## config.mk

```make
export PLATFORM = sky130hd
export DESIGN_NAME = rifc_ref_input_frame_alignment_config
export DESIGN_NICKNAME = d
export VERILOG_FILES = /design/src/verilog/rifc_pkg.sv /design/src/verilog/rifc_ref_input_frame_alignment_config.sv /design/src/verilog/rifc_pin_sync.sv
export SDC_FILE = /design/constraint.sdc
export NUM_CORES = 1
export LEC_CHECK = 0
export ABC_AREA = 1
export ABC_CLOCK_PERIOD_IN_PS = 1700
export BUFFER_PORTS_ARGS = -buffer_cell sky130_fd_sc_hd__buf_4
export CELL_PAD_IN_SITES_DETAIL_PLACEMENT = 2
export CELL_PAD_IN_SITES_GLOBAL_PLACEMENT = 2
export CORE_MARGIN = 5
export CORE_UTILIZATION = 27
export CTS_BUF_LIST = sky130_fd_sc_hd__clkbuf_16
export CTS_CLUSTER_SIZE = 28
export DETAILED_ROUTE_END_ITERATION = 10
export PLACE_DENSITY_LB_ADDON = 0.12
export SLEW_MARGIN = 20
export SYNTH_ARGS = -nofsm -noshare
export SYNTH_HDL_FRONTEND = slang
export SYNTH_SLANG_ARGS = --single-unit
```

## constraint.sdc

```tcl
create_clock -name aclk -period 1.7 [get_ports aclk]
set_clock_uncertainty 0.05 [all_clocks]
set_input_delay 0.17 -clock aclk [delete_from_list [all_inputs] [get_ports aclk]]
set_output_delay 0.17 -clock aclk [all_outputs]
set_load 0.005 [all_outputs]
```

## src/verilog/rifc_pkg.sv

```systemverilog
// Constants shared by the reference input and frame alignment configuration bank.
// Assumes a 32-bit AXI4-Lite register bus with one aligned word per register index.
package rifc_pkg;

  // Bus geometry: byte address is four times the register index
  localparam int RIFC_ADDR_W = 14;
  localparam int RIFC_IDX_W = 12;

  // Register indices
  localparam logic [11:0] RIFC_IDX_UPDATE = 12'h005;
  localparam logic [11:0] RIFC_IDX_POWERDOWN = 12'h600;
  localparam logic [11:0] RIFC_IDX_FAMILY = 12'h601;
  localparam logic [11:0] RIFC_IDX_PRIORITY = 12'h602;
  localparam logic [11:0] RIFC_IDX_FA_ENABLE = 12'h640;
  localparam logic [11:0] RIFC_IDX_FA_SETTINGS = 12'h641;
  localparam logic [11:0] RIFC_IDX_STATUS = 12'h6F0;

  // Reset values
  localparam logic [3:0] RIFC_RST_POWERDOWN = 4'h0;
  localparam logic [7:0] RIFC_RST_FAMILY = 8'h00;
  localparam logic [7:0] RIFC_RST_PRIORITY = 8'h00;
  localparam logic RIFC_RST_FA_ENABLE = 1'b0;
  localparam logic [3:0] RIFC_RST_FA_SETTINGS = 4'h0;

  // Field positions
  localparam int RIFC_UPDATE_BIT = 0;
  localparam int RIFC_FA_ENABLE_BIT = 0;
  localparam int RIFC_SET_SOFT_ARM = 0;
  localparam int RIFC_SET_ARM_SRC = 1;
  localparam int RIFC_SET_ONE_SHOT = 2;
  localparam int RIFC_SET_VALIDATE = 3;
  localparam logic [1:0] RIFC_FAMILY_DIFF = 2'h0;

  // Status word fields
  localparam int RIFC_ST_SEL_VALID = 0;
  localparam int RIFC_ST_QUAL_LSB = 1;
  localparam int RIFC_ST_ARMED = 5;
  localparam int RIFC_ST_SLEEP = 6;

  // Bus responses
  localparam logic [1:0] RIFC_RESP_OKAY = 2'h0;
  localparam logic [1:0] RIFC_RESP_SLVERR = 2'h2;

endpackage

```

## src/verilog/rifc_ref_input_frame_alignment_config.sv

```systemverilog
// Reference input and frame alignment configuration bank with an AXI4-Lite slave.
// Assumes monitor valid flags, sync pulses and the sync pin arrive asynchronously.
// Contract
// - One power-down bit per receiver, fourth at bit 3, all clear at reset.
// - All four power-down bits set puts the receiver section into deep sleep.
// - Two-bit family per reference, 00 differential, others CMOS voltage ranges.
// - A CMOS family reference uses only its positive leg, complement ignored.
// - Two-bit switchover priority per reference, level 0 to 3, reset 0.
// - Frame alignment enabled only while enable bit 0 is one; off at reset.
// - Validation gate set: first reference valid only if second also valid.
// - Validation gate set: third reference valid only if fourth also valid.
// - Validation gate clear: only the selected reference's own validity counts.
// - Settings bit 2 chooses one-shot or level-sensitive frame alignment.
// - Level mode aligns on every pulse edge; one-shot only first after arming.
// - Settings bit 1 picks arming source: sync pin or software arm bit.
// - Software arm bit arms after update; next sync pulse is the event.
//
// The AXI4-Lite register port was chosen for this implementation.
`timescale 1ns/1ps
module rifc_ref_input_frame_alignment_config
  import rifc_pkg::*;
(
  input wire logic aclk,
  input wire logic aresetn,
  input wire logic [RIFC_ADDR_W-1:0] s_axi_awaddr,
  input wire logic [2:0] s_axi_awprot,
  input wire logic s_axi_awvalid,
  output logic s_axi_awready,
  input wire logic [31:0] s_axi_wdata,
  input wire logic [3:0] s_axi_wstrb,
  input wire logic s_axi_wvalid,
  output logic s_axi_wready,
  output logic [1:0] s_axi_bresp,
  output logic s_axi_bvalid,
  input wire logic s_axi_bready,
  input wire logic [RIFC_ADDR_W-1:0] s_axi_araddr,
  input wire logic [2:0] s_axi_arprot,
  input wire logic s_axi_arvalid,
  output logic s_axi_arready,
  output logic [31:0] s_axi_rdata,
  output logic [1:0] s_axi_rresp,
  output logic s_axi_rvalid,
  input wire logic s_axi_rready,
  input wire logic [3:0] ref_valid_raw,
  input wire logic [1:0] ref_selected,
  input wire logic sync_pulse_second,
  input wire logic sync_pulse_fourth,
  input wire logic sync_pin_n,
  output logic [3:0] rx_powerdown,
  output logic rx_deep_sleep,
  output logic [7:0] rx_family,
  output logic [3:0] rx_negative_leg_enable,
  output logic [7:0] ref_priority,
  output logic [3:0] ref_valid_qualified,
  output logic selected_valid,
  output logic frame_align_enabled,
  output logic frame_align_armed,
  output logic frame_align_event
);

  // Shadow registers written by software and active copies loaded on update
  logic [3:0] pd_sh_q;
  logic [7:0] fam_sh_q;
  logic [7:0] pri_sh_q;
  logic en_sh_q;
  logic [3:0] set_sh_q;
  logic [3:0] pd_act_q;
  logic [7:0] fam_act_q;
  logic [7:0] pri_act_q;
  logic en_act_q;
  logic [3:0] set_act_q;
  logic update_q;

  // Write channel holding state
  logic aw_held_q;
  logic w_held_q;
  logic [RIFC_IDX_W-1:0] aw_idx_q;
  logic [7:0] w_byte_q;
  logic w_lane0_q;
  logic bvalid_q;
  logic [1:0] bresp_q;

  // Read channel state
  logic rvalid_q;
  logic [31:0] rdata_q;
  logic [1:0] rresp_q;

  // Synchronised pin-class inputs
  logic [3:0] valid_s;
  logic pulse2_s;
  logic pulse4_s;
  logic sync_pin_n_s;
  logic pulse_prev_q;
  logic pin_prev_n_q;
  logic armed_q;
  logic event_q;

  // Monitor flags cross into aclk before the gate reads them
  rifc_pin_sync #(.WIDTH(4), .RESET_VAL(4'h0)) u_valid_sync (
    .aclk(aclk),
    .aresetn(aresetn),
    .pin_in(ref_valid_raw),
    .level_out(valid_s)
  );

  // Sync pulses and the arming pin come from outside the clock domain
  rifc_pin_sync #(.WIDTH(3), .RESET_VAL(3'h4)) u_pulse_sync (
    .aclk(aclk),
    .aresetn(aresetn),
    .pin_in({sync_pin_n, sync_pulse_fourth, sync_pulse_second}),
    .level_out({sync_pin_n_s, pulse4_s, pulse2_s})
  );

  // Write handshake: address and data taken in either order, response after both
  logic aw_take;
  logic w_take;
  logic do_write;
  assign s_axi_awready = ~aw_held_q & ~bvalid_q;
  assign s_axi_wready = ~w_held_q & ~bvalid_q;
  assign aw_take = s_axi_awvalid & s_axi_awready;
  assign w_take = s_axi_wvalid & s_axi_wready;
  assign do_write = aw_held_q & w_held_q & ~bvalid_q;
  assign s_axi_bvalid = bvalid_q;
  assign s_axi_bresp = bresp_q;

  // Write decode on the held index; only byte lane 0 carries register bits
  logic wr_pd;
  logic wr_fam;
  logic wr_pri;
  logic wr_en;
  logic wr_set;
  logic wr_upd;
  logic wr_stat;
  logic wr_hit;
  assign wr_pd = do_write & (aw_idx_q == RIFC_IDX_POWERDOWN);
  assign wr_fam = do_write & (aw_idx_q == RIFC_IDX_FAMILY);
  assign wr_pri = do_write & (aw_idx_q == RIFC_IDX_PRIORITY);
  assign wr_en = do_write & (aw_idx_q == RIFC_IDX_FA_ENABLE);
  assign wr_set = do_write & (aw_idx_q == RIFC_IDX_FA_SETTINGS);
  assign wr_upd = do_write & (aw_idx_q == RIFC_IDX_UPDATE);
  assign wr_stat = do_write & (aw_idx_q == RIFC_IDX_STATUS);
  assign wr_hit = wr_pd | wr_fam | wr_pri | wr_en | wr_set | wr_upd | wr_stat;

  // Capture address and data as each arrives
  always_ff @(posedge aclk) begin
    if (!aresetn) begin
      aw_held_q <= 1'b0;
      w_held_q <= 1'b0;
      aw_idx_q <= 12'h000;
      w_byte_q <= 8'h00;
      w_lane0_q <= 1'b0;
    end else begin
      if (aw_take) begin
        aw_held_q <= 1'b1;
        aw_idx_q <= s_axi_awaddr[RIFC_ADDR_W-1:2];
      end else if (do_write) begin
        aw_held_q <= 1'b0;
      end
      if (w_take) begin
        w_held_q <= 1'b1;
        w_byte_q <= s_axi_wdata[7:0];
        w_lane0_q <= s_axi_wstrb[0];
      end else if (do_write) begin
        w_held_q <= 1'b0;
      end
    end
  end

  // Write response; unmapped indices answer with a slave error
  always_ff @(posedge aclk) begin
    if (!aresetn) begin
      bvalid_q <= 1'b0;
      bresp_q <= RIFC_RESP_OKAY;
    end else if (do_write) begin
      bvalid_q <= 1'b1;
      bresp_q <= wr_hit ? RIFC_RESP_OKAY : RIFC_RESP_SLVERR;
    end else if (s_axi_bready) begin
      bvalid_q <= 1'b0;
    end
  end

  // Shadow registers; reserved bits are never stored
  logic lane_ok;
  assign lane_ok = w_lane0_q;
  always_ff @(posedge aclk) begin
    if (!aresetn) begin
      pd_sh_q <= RIFC_RST_POWERDOWN;
      fam_sh_q <= RIFC_RST_FAMILY;
      pri_sh_q <= RIFC_RST_PRIORITY;
      en_sh_q <= RIFC_RST_FA_ENABLE;
      set_sh_q <= RIFC_RST_FA_SETTINGS;
    end else if (lane_ok) begin
      if (wr_pd) begin
        pd_sh_q <= w_byte_q[3:0];
      end
      if (wr_fam) begin
        fam_sh_q <= w_byte_q;
      end
      if (wr_pri) begin
        pri_sh_q <= w_byte_q;
      end
      if (wr_en) begin
        en_sh_q <= w_byte_q[RIFC_FA_ENABLE_BIT];
      end
      if (wr_set) begin
        set_sh_q <= w_byte_q[3:0];
      end
    end
  end

  // Update strobe is self-clearing; it pulses one cycle after the write
  always_ff @(posedge aclk) begin
    if (!aresetn) begin
      update_q <= 1'b0;
    end else begin
      update_q <= wr_upd & lane_ok & w_byte_q[RIFC_UPDATE_BIT];
    end
  end

  // Active copies steer the hardware; shadows change nothing until update, except shadow settings bit 1, whose set value picks software arming at once
  always_ff @(posedge aclk) begin
    if (!aresetn) begin
      pd_act_q <= RIFC_RST_POWERDOWN;
      fam_act_q <= RIFC_RST_FAMILY;
      pri_act_q <= RIFC_RST_PRIORITY;
      en_act_q <= RIFC_RST_FA_ENABLE;
      set_act_q <= RIFC_RST_FA_SETTINGS;
    end else if (update_q) begin
      pd_act_q <= pd_sh_q;
      fam_act_q <= fam_sh_q;
      pri_act_q <= pri_sh_q;
      en_act_q <= en_sh_q;
      set_act_q <= set_sh_q;
    end
  end

  // Receiver controls from the active copies
  assign rx_powerdown = pd_act_q;
  assign rx_deep_sleep = &pd_act_q;
  assign rx_family = fam_act_q;
  assign ref_priority = pri_act_q;

  // Complement leg is dropped whenever a CMOS family is selected
  genvar gi;
  generate
    for (gi = 0; gi < 4; gi++) begin : g_leg
      assign rx_negative_leg_enable[gi] = (fam_act_q[2*gi+1:2*gi] == RIFC_FAMILY_DIFF);
    end
  endgenerate

  // Validation gate pairs each main reference with its sync-pulse partner
  logic gate_on;
  assign gate_on = set_act_q[RIFC_SET_VALIDATE];
  assign ref_valid_qualified[0] = valid_s[0] & (~gate_on | valid_s[1]);
  assign ref_valid_qualified[1] = valid_s[1];
  assign ref_valid_qualified[2] = valid_s[2] & (~gate_on | valid_s[3]);
  assign ref_valid_qualified[3] = valid_s[3];
  assign selected_valid = ref_valid_qualified[ref_selected];

  // Sync pulse comes from the partner of the selected pair
  logic pulse_now;
  logic pulse_edge;
  logic one_shot;
  logic use_soft;
  logic pin_release;
  logic soft_rise;
  logic arm_set;
  logic event_hit;
  assign pulse_now = ref_selected[1] ? pulse4_s : pulse2_s;
  assign pulse_edge = pulse_now & ~pulse_prev_q;
  assign one_shot = set_act_q[RIFC_SET_ONE_SHOT];
  assign use_soft = set_sh_q[RIFC_SET_ARM_SRC];
  // Pin arming needs a high then low; the edge back to low arms
  assign pin_release = ~sync_pin_n_s & pin_prev_n_q;
  // Software arming needs the arm bit to go from clear to set across updates
  assign soft_rise = update_q & set_sh_q[RIFC_SET_SOFT_ARM] & ~set_act_q[RIFC_SET_SOFT_ARM];
  assign arm_set = use_soft ? soft_rise : (~set_act_q[RIFC_SET_ARM_SRC] & pin_release);
  // Level mode fires on every edge; one-shot needs an armed state
  assign event_hit = en_act_q & pulse_edge & (~one_shot | armed_q);

  // Edge history for the pulse and pin
  always_ff @(posedge aclk) begin
    if (!aresetn) begin
      pulse_prev_q <= 1'b0;
      pin_prev_n_q <= 1'b1;
    end else begin
      pulse_prev_q <= pulse_now;
      pin_prev_n_q <= sync_pin_n_s;
    end
  end

  // Armed flag: a new arm in the same cycle as a consumed pulse wins
  always_ff @(posedge aclk) begin
    if (!aresetn) begin
      armed_q <= 1'b0;
    end else if (arm_set) begin
      armed_q <= 1'b1;
    end else if (event_hit & one_shot) begin
      armed_q <= 1'b0;
    end
  end

  // One-cycle alignment event
  always_ff @(posedge aclk) begin
    if (!aresetn) begin
      event_q <= 1'b0;
    end else begin
      event_q <= event_hit;
    end
  end

  assign frame_align_enabled = en_act_q;
  assign frame_align_armed = armed_q;
  assign frame_align_event = event_q;

  // Read decode; status shows live state of the block
  logic ar_take;
  logic [31:0] rd_word;
  logic rd_hit;
  logic [RIFC_IDX_W-1:0] ar_idx;
  logic [31:0] status_word;
  assign s_axi_arready = ~rvalid_q;
  assign ar_take = s_axi_arvalid & s_axi_arready;
  assign ar_idx = s_axi_araddr[RIFC_ADDR_W-1:2];
  assign status_word = {25'h0000000, rx_deep_sleep, armed_q, ref_valid_qualified,
                        selected_valid};
  assign rd_hit = (ar_idx == RIFC_IDX_POWERDOWN) | (ar_idx == RIFC_IDX_FAMILY)
                | (ar_idx == RIFC_IDX_PRIORITY) | (ar_idx == RIFC_IDX_FA_ENABLE)
                | (ar_idx == RIFC_IDX_FA_SETTINGS) | (ar_idx == RIFC_IDX_UPDATE)
                | (ar_idx == RIFC_IDX_STATUS);
  // Reserved bits and the update register read as zero
  assign rd_word = (ar_idx == RIFC_IDX_POWERDOWN) ? {28'h0000000, pd_sh_q} :
                   (ar_idx == RIFC_IDX_FAMILY) ? {24'h000000, fam_sh_q} :
                   (ar_idx == RIFC_IDX_PRIORITY) ? {24'h000000, pri_sh_q} :
                   (ar_idx == RIFC_IDX_FA_ENABLE) ? {31'h00000000, en_sh_q} :
                   (ar_idx == RIFC_IDX_FA_SETTINGS) ? {28'h0000000, set_sh_q} :
                   (ar_idx == RIFC_IDX_STATUS) ? status_word :
                   32'h00000000;

  // Read data is registered and held until taken
  always_ff @(posedge aclk) begin
    if (!aresetn) begin
      rvalid_q <= 1'b0;
      rdata_q <= 32'h00000000;
      rresp_q <= RIFC_RESP_OKAY;
    end else if (ar_take) begin
      rvalid_q <= 1'b1;
      rdata_q <= rd_word;
      rresp_q <= rd_hit ? RIFC_RESP_OKAY : RIFC_RESP_SLVERR;
    end else if (s_axi_rready) begin
      rvalid_q <= 1'b0;
    end
  end

  assign s_axi_rvalid = rvalid_q;
  assign s_axi_rdata = rdata_q;
  assign s_axi_rresp = rresp_q;

endmodule

```

## src/verilog/rifc_pin_sync.sv

```systemverilog
// Three-stage synchroniser with agreement filter for pin-level inputs.
// Assumes inputs are asynchronous to aclk; output moves only once stages two and three agree.
`timescale 1ns/1ps
module rifc_pin_sync #(
  parameter int WIDTH = 1,
  parameter logic [WIDTH-1:0] RESET_VAL = '0
) (
  input wire logic aclk,
  input wire logic aresetn,
  input wire logic [WIDTH-1:0] pin_in,
  output logic [WIDTH-1:0] level_out
);

  logic [WIDTH-1:0] stage1_q;
  logic [WIDTH-1:0] stage2_q;
  logic [WIDTH-1:0] stage3_q;
  logic [WIDTH-1:0] level_q;
  logic [WIDTH-1:0] level_d;

  // Per bit, take the new value only where the later stages agree
  assign level_d = (stage2_q ~^ stage3_q) & stage3_q | ~(stage2_q ~^ stage3_q) & level_q;
  assign level_out = level_q;

  // Stage one feeds stage two only, keeping metastability away from logic
  always_ff @(posedge aclk) begin
    if (!aresetn) begin
      stage1_q <= RESET_VAL;
      stage2_q <= RESET_VAL;
      stage3_q <= RESET_VAL;
      level_q <= RESET_VAL;
    end else begin
      stage1_q <= pin_in;
      stage2_q <= stage1_q;
      stage3_q <= stage2_q;
      level_q <= level_d;
    end
  end

endmodule

```

==> results of run 1 <==
-- per-stage QoR --
step | TNS [ns] | power (mW)
floorplan | 0 | 3.24
global placement | 0 | 3.42
detailed placement | -0.0134 | 3.45
CTS | 0 | 7.14
global route | -0.106 | 7.36
finish | 0 | 7.05
-- per-layer routing --
layer	GRT usage, %	routed length, um	share of wire [%]
met3	3.94	655	4.2
met1	18.1	6790	44
met5	0	0	0
met4	4.57	238	1.5
met2	27.4	7890	51
-- flip-flops by register name (all words and copies together) (netlist names), 4 cells and up, named ones only --
signal                 cells
pri_sh_q                   8
s_axi_rdata                8
set_sh_q                   4
u_valid_sync.stage2_q      4
aw_idx_q                  12
rx_family                  8
w_byte_q                   8
u_valid_sync.stage1_q      4
rx_powerdown               4
u_valid_sync.stage3_q      4
ref_priority               8
pd_sh_q                    4
fam_sh_q                   8
set_act_q                  4
-- repair_timing --
action                                  in CTS  in global routing
endpoints found under the hold margin       23                  0
pin swaps                                    0                  1
gates cloned                                 0                  1
endpoints found under the setup margin       2                 27
hold buffers                                23                  0
gates resized for setup                      0                 20
buffers inserted                             1                  0
-- logic make-up (layout without fill, tap and decap cells) --
kind of cell | count (synthesis) | count (layout) | share of synthesized area, %
flip-flops | 118 | 118 | 48.5
buffers and inverters | 138 | 256 | 13.0
other | 1 | 26 | 0.0770
AND/OR/NAND/NOR | 227 | 228 | 20.2
multiplexers | 1 | 1 | 0.206
AO/OA/AOI/OAI | 166 | 166 | 18.0
-- placed cells by master, fill, tap and decap left out, drive strengths merged, types with 2 or more instances in the layout --
master / count
nor3: 9
dlygate4sd3: 23
dfxtp: 118
buf: 114
nor4: 6
nand2: 99
a21oi: 71
o21a: 2
o211ai: 3
clkbuf: 17
conb: 26
clkinv: 8
bufinv: 4
o21ai: 79
or2: 3
inv: 90
nand3: 17
nor2: 88
a211oi: 9
nand4: 6
-- how the worst max path moves through the flow --
stage / endpoint / startpoint / slack [ns] / depth (start not counted)
finish: pd_sh_q[0]$_SDFFE_PN0P_ / s_axi_bvalid$_SDFFE_PN0P_ / 0.11 / 8
global route: pd_sh_q[2]$_SDFFE_PN0P_ / aw_idx_q[8]$_SDFFE_PN0P_ / -0.03 / 8
detailed placement: fam_sh_q[7]$_SDFFE_PN0P_ / aw_idx_q[2]$_SDFFE_PN0P_ / -0.01 / 8
floorplan: pri_sh_q[0]$_SDFFE_PN0P_ / s_axi_bvalid$_SDFFE_PN0P_ / 0.29 / 9
global placement: fam_sh_q[7]$_SDFFE_PN0P_ / aw_idx_q[1]$_SDFFE_PN0P_ / 0.1 / 8
CTS: pri_sh_q[1]$_SDFFE_PN0P_ / aw_idx_q[8]$_SDFFE_PN0P_ / 0.02 / 8
-- worst min-delay path, cell delays in order --
cell                      delay [ns]
sky130_fd_sc_hd__buf_4          0.07
sky130_fd_sc_hd__o21ai_0        0.08
sky130_fd_sc_hd__a21oi_1        0.11
-- layout make-up --
| class | count | share of cell area [%] |
|---|---|---|
| clock buffers | 17 | 6.34 |
| clock inverters | 13 | 2.48 |
| inverters | 89 | 5.00 |
| multi-input cells | 421 | 29.9 |
| flip-flops and latches | 118 | 35.3 |
| well taps | 229 | 4.27 |
| repair buffers | 137 | 16.8 |
-- power by group through the flow --
stage               Clock [mW]  Sequential [mW]  Combinational (mW)
detailed placement           0             2.98               0.468
CTS                       3.71             2.92               0.512
global placement             0             2.97               0.445
floorplan                    0             2.95               0.292
global route              3.83             2.94               0.587
finish                    3.61             2.93               0.513
==> impl_metrics.py, run 1 <==
metrics = {
    "critical_path": {
        "crit_buf_inv": 1,
        "critPathArrivalTime_ns": 1.82,
        "path_common_cell": "sky130_fd_sc_hd__nand2_2",
        "critical_path.cell_chain": "nor2_2, nand2_2, nor2_4, nand2_2, clkinv_2, nand3_2, nor2_1, a211oi_1",
        "cpLargestDelayFamily": "simple AND/OR/NAND/NOR gates",
        "worst_r2r_path_depth": 8,
        "worst_r2r_endpoint": "pd_sh_q[0]$_SDFFE_PN0P_",
        "critical_path.slowest_cell": "sky130_fd_sc_hd__dfxtp_1",
        "setup.worst_path.start_class": "register",
        "regToRegSetupSlack_ns": 0.11,
        "timing.critical_path.to_type": "register",
        "regToRegStartpoint": "s_axi_bvalid$_SDFFE_PN0P_",
        "timing.critical_path.required_ns": 1.93,
        "timing_worst_setup_path_type": "reg -> reg",
        "critPathMaxFanout": 8,
        "slowest_delay_ns": 0.37,
    },
    "floorplanning": {
        "floorplan.die_area_um2": 20800,
        "die_width_um": 144,
        "core-area_um2": 17800,
        "floorplan.initialDensity_pct": 27.3,
        "die_height_um": 144,
        "io_pins": 160,
        "placement_rows": 49,
    },
    "clock_network": {
        "cell_at_the_root_of_the_clock_tree": "sky130_fd_sc_hd__clkbuf_16",
        "clock_insertion_delay_worst_skew_ns": 0.41,
        "clk_pin_slew_worst_paths_ns": 0.05,
        "clock_path_buffers": 2,
        "cts_inserted_buffers": 17,
        "clkSinkCount": 118,
        "tritoncts": "built",
        "htreeDepth": 4,
    },
    "global_route": {
        "pin_count_of_the_biggest_net_entering_global_routing": 43,
        "grt_util_all_layers_pct": 15.4,
        "grt_remaining_overflow": 0,
        "first_global_vias": 5060,
        "antenna_violations_before_repair": 0,
        "grt_pass1_wl_um": 25300,
    },
    "cells_and_area": {
        "num-nets-final": 870,
        "layout.core_utilization_pct": 37.6,
        "layout.area.seq_um2": 2370,
        "n_fill_cell": 2059,
        "multiInputGateArea_um2": 2000,
        "final_non_filler_cells": 1024,
        "layout.cell_area.non_filler_um2": 6710,
        "synthToLayoutAreaGrowth_pct": 37.7,
        "antennaDiodeCount": 0,
        "post_route_cells_drive_above_1_share_pct": 20.8,
    },
    "hold_path": {
        "hold-path-endpoint": "aw_idx_q[0]$_SDFFE_PN0P_",
        "hold_path.startpoint": "s_axi_awaddr[2]",
        "worst_hold_path.num_cells": 3,
        "hold_path_class": "in -> reg",
    },
    "routing": {
        "route.detailed.drc": 0,
        "wire_per_inst_um": 15.2,
        "routed_wirelength_um": 15600,
        "detail-route-antenna-nets": 0,
        "drt-initial-drc-count": 127,
        "vias_per_instance": 4.51,
        "routed-via-count": 4622,
        "drt_pass1_iterations": 4,
    },
    "timing": {
        "slew-limit-headroom_pct": 66.1,
        "setup_repair_after_global_routing_missed_its_margin": "true",
        "report.final.slew_viol_count": 0,
        "fmax_mhz": 631,
        "layout_min_cycle_time_ns": 1.59,
        "hold_ws_ns": 0.0122,
        "layout_worst_path_cycle_share_pct": 93.3,
        "setup_viol_count_final": 0,
        "post-route-worst-setup-slack_ns": 0.114,
        "timing.final.hold_violations": 0,
        "worst-slew-pin-transition_ns": 0.508,
    },
    "power_and_ir_drop": {
        "seq_power_share_pct": 41.5,
        "power.density_cell_area_nw_per_um2": 1050,
        "net-switching-power_mw": 1.57,
        "power.combinational.fraction_pct": 7.3,
        "max-vdd-ir-drop_uv": 763,
        "clkPwrFrac_pct": 51.2,
        "leakagePower_nw": 2.96,
        "power.share.switching_pct": 22.3,
        "p_int_mw": 5.48,
    },
    "yosys": {
        "synth_seq_cells": 118,
        "post_synth_instance_area_um2": 4870,
        "synth_flop_cell": "sky130_fd_sc_hd__dfxtp_1",
        "yosys-top-cells-area": "sky130_fd_sc_hd__dfxtp_1, sky130_fd_sc_hd__o21ai_0, sky130_fd_sc_hd__nand2_1, sky130_fd_sc_hd__a21oi_1, sky130_fd_sc_hd__inv_1",
        "ys_seq_area_share_pct": 48.5,
        "synthesis.area_per_instance_um2": 7.48,
        "synth_enable_flop_cells": 0,
        "synth.cells.most_frequent": "sky130_fd_sc_hd__dfxtp_1, sky130_fd_sc_hd__nand2_1, sky130_fd_sc_hd__inv_1, sky130_fd_sc_hd__nor2_1, sky130_fd_sc_hd__o21ai_0",
        "yosysUniqueCellTypes": 32,
        "yosys_warnings": 0,
        "synth_top_area_cell": "sky130_fd_sc_hd__dfxtp_1",
        "postSynth.asyncResetShare_pct": 0,
        "yosys.cell_count.top_type": "sky130_fd_sc_hd__dfxtp_1",
        "synth_top_area_share_pct": 48.5,
        "synthesis.instances": 651,
    },
    "placement": {
        "dpl_cell_area_um2": 5840,
        "pre_cts_setup_slack_ns": -0.0134,
        "dpl.hpwl_um": 11800,
        "place.gp.congestion": 0.726,
        "buffer_ports.inserted": 96,
        "placedCellCount": 969,
    },
    "status": {
        "run_status": "completed",
    },
    "run": {
        "max_cap_violations": 0,
    },
}
No activity file was read; power rests on OpenSTA's default activity.
==> run 2: changes to the inputs <==
--- a/config.mk
+++ b/config.mk
@@ -11,8 +11,8 @@
 export CELL_PAD_IN_SITES_DETAIL_PLACEMENT = 2
 export CELL_PAD_IN_SITES_GLOBAL_PLACEMENT = 2
 export CORE_MARGIN = 5
-export CORE_UTILIZATION = 27
-export CTS_BUF_LIST = sky130_fd_sc_hd__clkbuf_16
+export CORE_UTILIZATION = 28
+export CTS_BUF_LIST = sky130_fd_sc_hd__clkbuf_4
 export CTS_CLUSTER_SIZE = 28
 export DETAILED_ROUTE_END_ITERATION = 10
 export PLACE_DENSITY_LB_ADDON = 0.12
==> impl_metrics.py, run 2 (synthesis gave the netlist of run 1 again) <==
metrics = {
    "cells_and_area": {
        "final_non_filler_cells": 1040,
        "synthToLayoutAreaGrowth_pct": 34.5,
        "num-nets-final": 888,
        "layout.core_utilization_pct": 38.1,
        "largest_register_ffs": 12,
        "antennaDiodeCount": 0,
        "mostFrequentLayoutCell": "sky130_fd_sc_hd__buf_4",
        "final_cell_mix": "sky130_fd_sc_hd__buf_4, sky130_fd_sc_hd__dfxtp_1, sky130_fd_sc_hd__nand2_1, sky130_fd_sc_hd__inv_1, sky130_fd_sc_hd__nor2_1",
        "post_route_cells_drive_above_1_share_pct": 22.6,
        "top_register": "aw_idx_q",
        "layout.area.seq_um2": 2370,
        "multiInputGateArea_um2": 2050,
        "n_fill_cell": 2006,
    },
    "clock_network": {
        "cell_at_the_root_of_the_clock_tree": "sky130_fd_sc_hd__clkbuf_4",
        "tritoncts": "built",
        "htreeDepth": 4,
        "clkSinkCount": 118,
        "clk_pin_slew_worst_paths_ns": 0.11,
        "cts_inserted_buffers": 17,
        "clock_path_buffers": 2,
        "clock_insertion_delay_worst_skew_ns": 0.52,
    },
    "placement": {
        "pre_cts_setup_slack_ns": 0.0231,
        "placedCellCount": 965,
        "buffer_ports.inserted": 96,
        "dpl.hpwl_um": 11800,
        "place.gp.congestion": 0.776,
    },
    "timing": {
        "post-route-worst-setup-slack_ns": 0.0741,
        "fin_setup_tns_ns": 0,
        "timing.final.hold_violations": 0,
        "report.final.slew_viol_count": 0,
        "layout_min_cycle_time_ns": 1.63,
        "setup_viol_count_final": 0,
        "fmax_mhz": 615,
        "layout_worst_path_cycle_share_pct": 95.6,
    },
    "power_and_ir_drop": {
        "totalPowerFinal_mw": 5.30,
        "max-vdd-ir-drop_uv": 335,
        "power.density_cell_area_nw_per_um2": 809,
        "leakagePower_nw": 2.87,
    },
    "critical_path": {
        "timing.critical_path.required_ns": 2.06,
        "slowest_delay_ns": 0.38,
        "crit_buf_inv": 2,
        "critPathMaxFanout": 8,
        "setup.worst_path.start_class": "register",
        "critical_path.cell_chain": "inv_1, nor2_2, nand2_2, nor2_4, nand2_2, inv_4, nand3_4, o21ai_1, a21oi_1",
        "critPathArrivalTime_ns": 1.98,
        "regToRegSetupSlack_ns": 0.07,
        "timing.critical_path.to_type": "register",
        "path_common_cell": "sky130_fd_sc_hd__nand2_2",
        "critical_path.slowest_cell": "sky130_fd_sc_hd__dfxtp_1",
        "timing_worst_setup_path_type": "reg -> reg",
        "cpLargestDelayFamily": "simple AND/OR/NAND/NOR gates",
    },
    "global_route": {
        "antenna_violations_before_repair": 0,
        "grt_util_all_layers_pct": 15.5,
        "first_global_vias": 4940,
        "pin_count_of_the_biggest_net_entering_global_routing": 44,
        "grt_pass1_wl_um": 24800,
        "grt_remaining_overflow": 0,
    },
    "floorplanning": {
        "floorplan.die_area_um2": 20100,
        "io_pins": 160,
        "floorplan.initialDensity_pct": 28.4,
        "core-area_um2": 17200,
        "placement_rows": 48,
        "die_width_um": 142,
        "die_height_um": 142,
    },
    "routing": {
        "routed_wirelength_um": 15900,
        "drt-initial-drc-count": 122,
        "routed-via-count": 4685,
        "vias_per_instance": 4.50,
        "drt_pass1_iterations": 4,
        "detail-route-antenna-nets": 0,
        "wire_per_inst_um": 15.2,
        "route.detailed.drc": 0,
    },
    "run": {
        "max_cap_violations": 0,
    },
    "hold_path": {
        "hold_path_class": "in -> reg",
    },
    "status": {
        "run_status": "completed",
    },
}
run 2: cell types whose count changed in the layout (fill, tap and decap cells not counted), sizes merged:
cell,delta
buf,+5
bufinv,-3
clkbuf,+1
clkinv,+2
clkinvlp,+3
dlygate4sd3,+13
inv,-1
run 2: stage by stage:
stage               cell area [um^2]  hold WS, ns
global placement                5810        0.300
detailed placement              5810        0.314
global route                    6550        0.186
floorplan                       4960        0.218
finish                          6550        0.163
CTS                             6440        0.108
run 2: timing repair:
action                                  4_1_cts  5_1_grt
endpoints found under the setup margin        4       20
setup buffers                                 2        4
gates resized for setup                       3       29
endpoints found under the hold margin        34        0
pin swaps                                     0        1
hold buffers                                 36        0
gates cloned                                  0        1
run 2: worst min-delay path: cells and delay by family:
kind            cells  cell delay (ns)
buf+inv             1             0.11
simple gates        4             0.29
compound gates      1             0.13
run 2: cell type report:
| type | instances | area share (%) |
|---|---|---|
| Clock buffer | 18 | 2.06 |
| Clock inverter | 14 | 1.72 |
| Inverter | 89 | 5.14 |
| Multi-Input combinational cell | 421 | 31.3 |
| Sequential cell | 118 | 36.2 |
| Tap cell | 225 | 4.30 |
| Timing Repair Buffer | 155 | 19.3 |
run 2: power by group:
group          switching (mW)  internal (mW)  total [mW]
clock                    1.10          0.721        1.82
combinational           0.294          0.254       0.548
sequential             0.0834           2.84        2.92
run 2: metal layers:
layer	track usage (%)	vias up	part of all wire [%]
li1	-	2351	-
met1	18.7	2227	44
met2	27.6	90	51
met3	3.37	17	3.9
met4	4.85	0	1.2
met5	0	-	0
run 2: final timing paths:
kind / endpoint / from / cells past startpoint
setup / recovery: pri_sh_q[2]$_SDFFE_PN0P_ / w_held_q$_SDFFE_PN0P_ / 9
hold / removal: s_axi_rresp[1]$_SDFFE_PN0P_ / s_axi_araddr[2] / 6
setup reg to reg: pri_sh_q[2]$_SDFFE_PN0P_ / w_held_q$_SDFFE_PN0P_ / 9
hold reg to reg: u_pulse_sync.stage2_q[2]$_SDFF_PN1_ / u_pulse_sync.stage1_q[2]$_SDFF_PN1_ / 1
==> run 3: changes to the inputs <==
--- a/config.mk
+++ b/config.mk
@@ -10,6 +10,7 @@
 export BUFFER_PORTS_ARGS = -buffer_cell sky130_fd_sc_hd__buf_4
 export CELL_PAD_IN_SITES_DETAIL_PLACEMENT = 2
 export CELL_PAD_IN_SITES_GLOBAL_PLACEMENT = 2
+export CORE_ASPECT_RATIO = 1.1
 export CORE_MARGIN = 5
 export CORE_UTILIZATION = 28
 export CTS_BUF_LIST = sky130_fd_sc_hd__clkbuf_4
==> impl_metrics.py, run 3 (synthesis gave the netlist of run 1 again) <==
metrics = {
    "floorplanning": {
        "placement_rows": 50,
        "io_pins": 160,
        "die_height_um": 148,
        "floorplan.die_area_um2": 20100,
        "floorplan.initialDensity_pct": 28.5,
        "die_width_um": 136,
        "core-area_um2": 17100,
    },
    "cells_and_area": {
        "post_route_cells_drive_above_1_share_pct": 22.4,
        "layout.cell_area.non_filler_um2": 6700,
        "mostFrequentLayoutCell": "sky130_fd_sc_hd__buf_4",
        "largest_register_ffs": 12,
        "num-nets-final": 896,
        "layout.area.seq_um2": 2370,
        "final_non_filler_cells": 1057,
        "top_register": "aw_idx_q",
        "n_fill_cell": 2027,
        "final_cell_mix": "sky130_fd_sc_hd__buf_4, sky130_fd_sc_hd__dfxtp_1, sky130_fd_sc_hd__nand2_1, sky130_fd_sc_hd__inv_1, sky130_fd_sc_hd__nor2_1",
        "layout.core_utilization_pct": 39.2,
        "synthToLayoutAreaGrowth_pct": 37.6,
        "multiInputGateArea_um2": 2020,
        "antennaDiodeCount": 0,
    },
    "timing": {
        "fmax_mhz": 607,
        "setup_repair_after_global_routing_missed_its_margin": "true",
        "layout_min_cycle_time_ns": 1.65,
        "fin_setup_tns_ns": 0,
        "post-route-worst-setup-slack_ns": 0.0531,
        "timing.final.hold_violations": 0,
        "report.final.slew_viol_count": 0,
        "setup_viol_count_final": 0,
        "layout_worst_path_cycle_share_pct": 96.9,
    },
    "critical_path": {
        "worst_r2r_path_depth": 8,
        "timing.critical_path.to_type": "register",
        "critPathArrivalTime_ns": 2.04,
        "timing.critical_path.required_ns": 2.09,
        "setup.worst_path.start_class": "register",
        "critPathMaxFanout": 3,
        "timing_worst_setup_path_type": "reg -> reg",
    },
    "routing": {
        "vias_per_instance": 4.51,
        "drt_pass1_iterations": 4,
        "detail-route-antenna-nets": 0,
        "route.detailed.drc": 0,
        "wire_per_inst_um": 15.6,
        "drt-initial-drc-count": 113,
        "routed_wirelength_um": 16500,
        "routed-via-count": 4765,
    },
    "clock_network": {
        "clkSinkCount": 118,
        "htreeDepth": 4,
        "tritoncts": "built",
        "cts_inserted_buffers": 17,
        "clock_insertion_delay_worst_skew_ns": 0.54,
        "clock_path_buffers": 2,
        "clk_pin_slew_worst_paths_ns": 0.12,
        "cell_at_the_root_of_the_clock_tree": "sky130_fd_sc_hd__clkbuf_4",
    },
    "global_route": {
        "grt_pass1_wl_um": 26300,
        "first_global_vias": 5248,
        "antenna_violations_before_repair": 0,
        "gr-max-usage-layer": "met2",
        "grt_util_all_layers_pct": 16.6,
        "gr-usage-met3_pct": 3.72,
        "grt_remaining_overflow": 0,
        "pin_count_of_the_biggest_net_entering_global_routing": 70,
        "grt_use_met2_pct": 31.0,
        "use_met1_pct": 18.5,
    },
    "hold_path": {
        "worst_hold_path.num_cells": 5,
        "hold_path_class": "in -> reg",
    },
    "placement": {
        "dpl_cell_area_um2": 5820,
        "dpl.hpwl_um": 11900,
        "pre_cts_setup_slack_ns": -0.0438,
        "buffer_ports.inserted": 96,
        "placedCellCount": 972,
        "place.gp.congestion": 0.762,
    },
    "power_and_ir_drop": {
        "power.density_cell_area_nw_per_um2": 864,
        "max-vdd-ir-drop_uv": 431,
        "leakagePower_nw": 2.94,
    },
    "run": {
        "max_cap_violations": 0,
    },
    "status": {
        "run_status": "completed",
    },
}
run 3: cell count changes in the layout (fill, tap and decap cells not counted), moves of 3 or more:
cell	previous run	this run
sky130_fd_sc_hd__bufinv_16	1	4
sky130_fd_sc_hd__dfxtp_1	115	112
sky130_fd_sc_hd__dfxtp_2	2	5
sky130_fd_sc_hd__dlygate4sd3_1	36	42
run 3: final cells by class:
type | instances | area share, %
repair buffers | 163 | 20.3
multi-input cells | 421 | 30.2
clock buffers | 18 | 2.02
flip-flops and latches | 118 | 35.4
inverters | 89 | 5.00
clock inverters | 14 | 2.73
well taps | 234 | 4.37
run 3: routing by layer:
metal	vias up	wire, um
met5	-	0
met4	0	211
met3	21	602
met2	80	8820
met1	2291	6840
li1	2373	-
run 3: path summary, 6_finish.rpt:
check             slack, ns                             endpoint                           startpoint
hold / removal         0.05          s_axi_rresp[1]$_SDFFE_PN0P_                        s_axi_arvalid
hold reg to reg        0.38  u_valid_sync.stage2_q[0]$_SDFF_PN0_  u_valid_sync.stage1_q[0]$_SDFF_PN0_
setup reg to reg       0.05                 en_sh_q$_SDFFE_PN0P_             aw_idx_q[2]$_SDFFE_PN0P_
setup / recovery       0.05                 en_sh_q$_SDFFE_PN0P_             aw_idx_q[2]$_SDFFE_PN0P_
run 3: where the power goes:
part	internal, mW	total [mW]	switching [mW]
clock network	1.17	2.30	1.13
logic	0.265	0.563	0.298
registers	2.84	2.92	0.0795
run 3: timing repair:
| action | 4_1_cts | 5_1_grt |
|---|---|---|
| endpoints found under the hold margin | 44 | 0 |
| hold buffers | 42 | 0 |
| gates resized for setup | 6 | 24 |
| pin swaps | 0 | 3 |
| buffers inserted | 1 | 9 |
| setup endpoints to repair | 8 | 22 |
| cloned | 0 | 1 |
run 3: critical path, cell delays in order (launching register included):
cell and delay [ns]:
sky130_fd_sc_hd__dfxtp_2 0.36, sky130_fd_sc_hd__inv_1 0.09, sky130_fd_sc_hd__nand3_1 0.13, sky130_fd_sc_hd__buf_4 0.17, sky130_fd_sc_hd__nor2_1 0.23, sky130_fd_sc_hd__nand3_1 0.14
sky130_fd_sc_hd__nor2_1 0.18, sky130_fd_sc_hd__a21oi_1 0.10, sky130_fd_sc_hd__o21a_1 0.11
run 3: through the flow:
stage                     hold WS (ns)  power [mW]
final                           0.0456        5.79
after global routing            0.0414        6.07
after CTS                      0.00412        5.84
after detailed placement         0.311        3.45
after global placement           0.304        3.42
after floorplan                  0.218        3.24
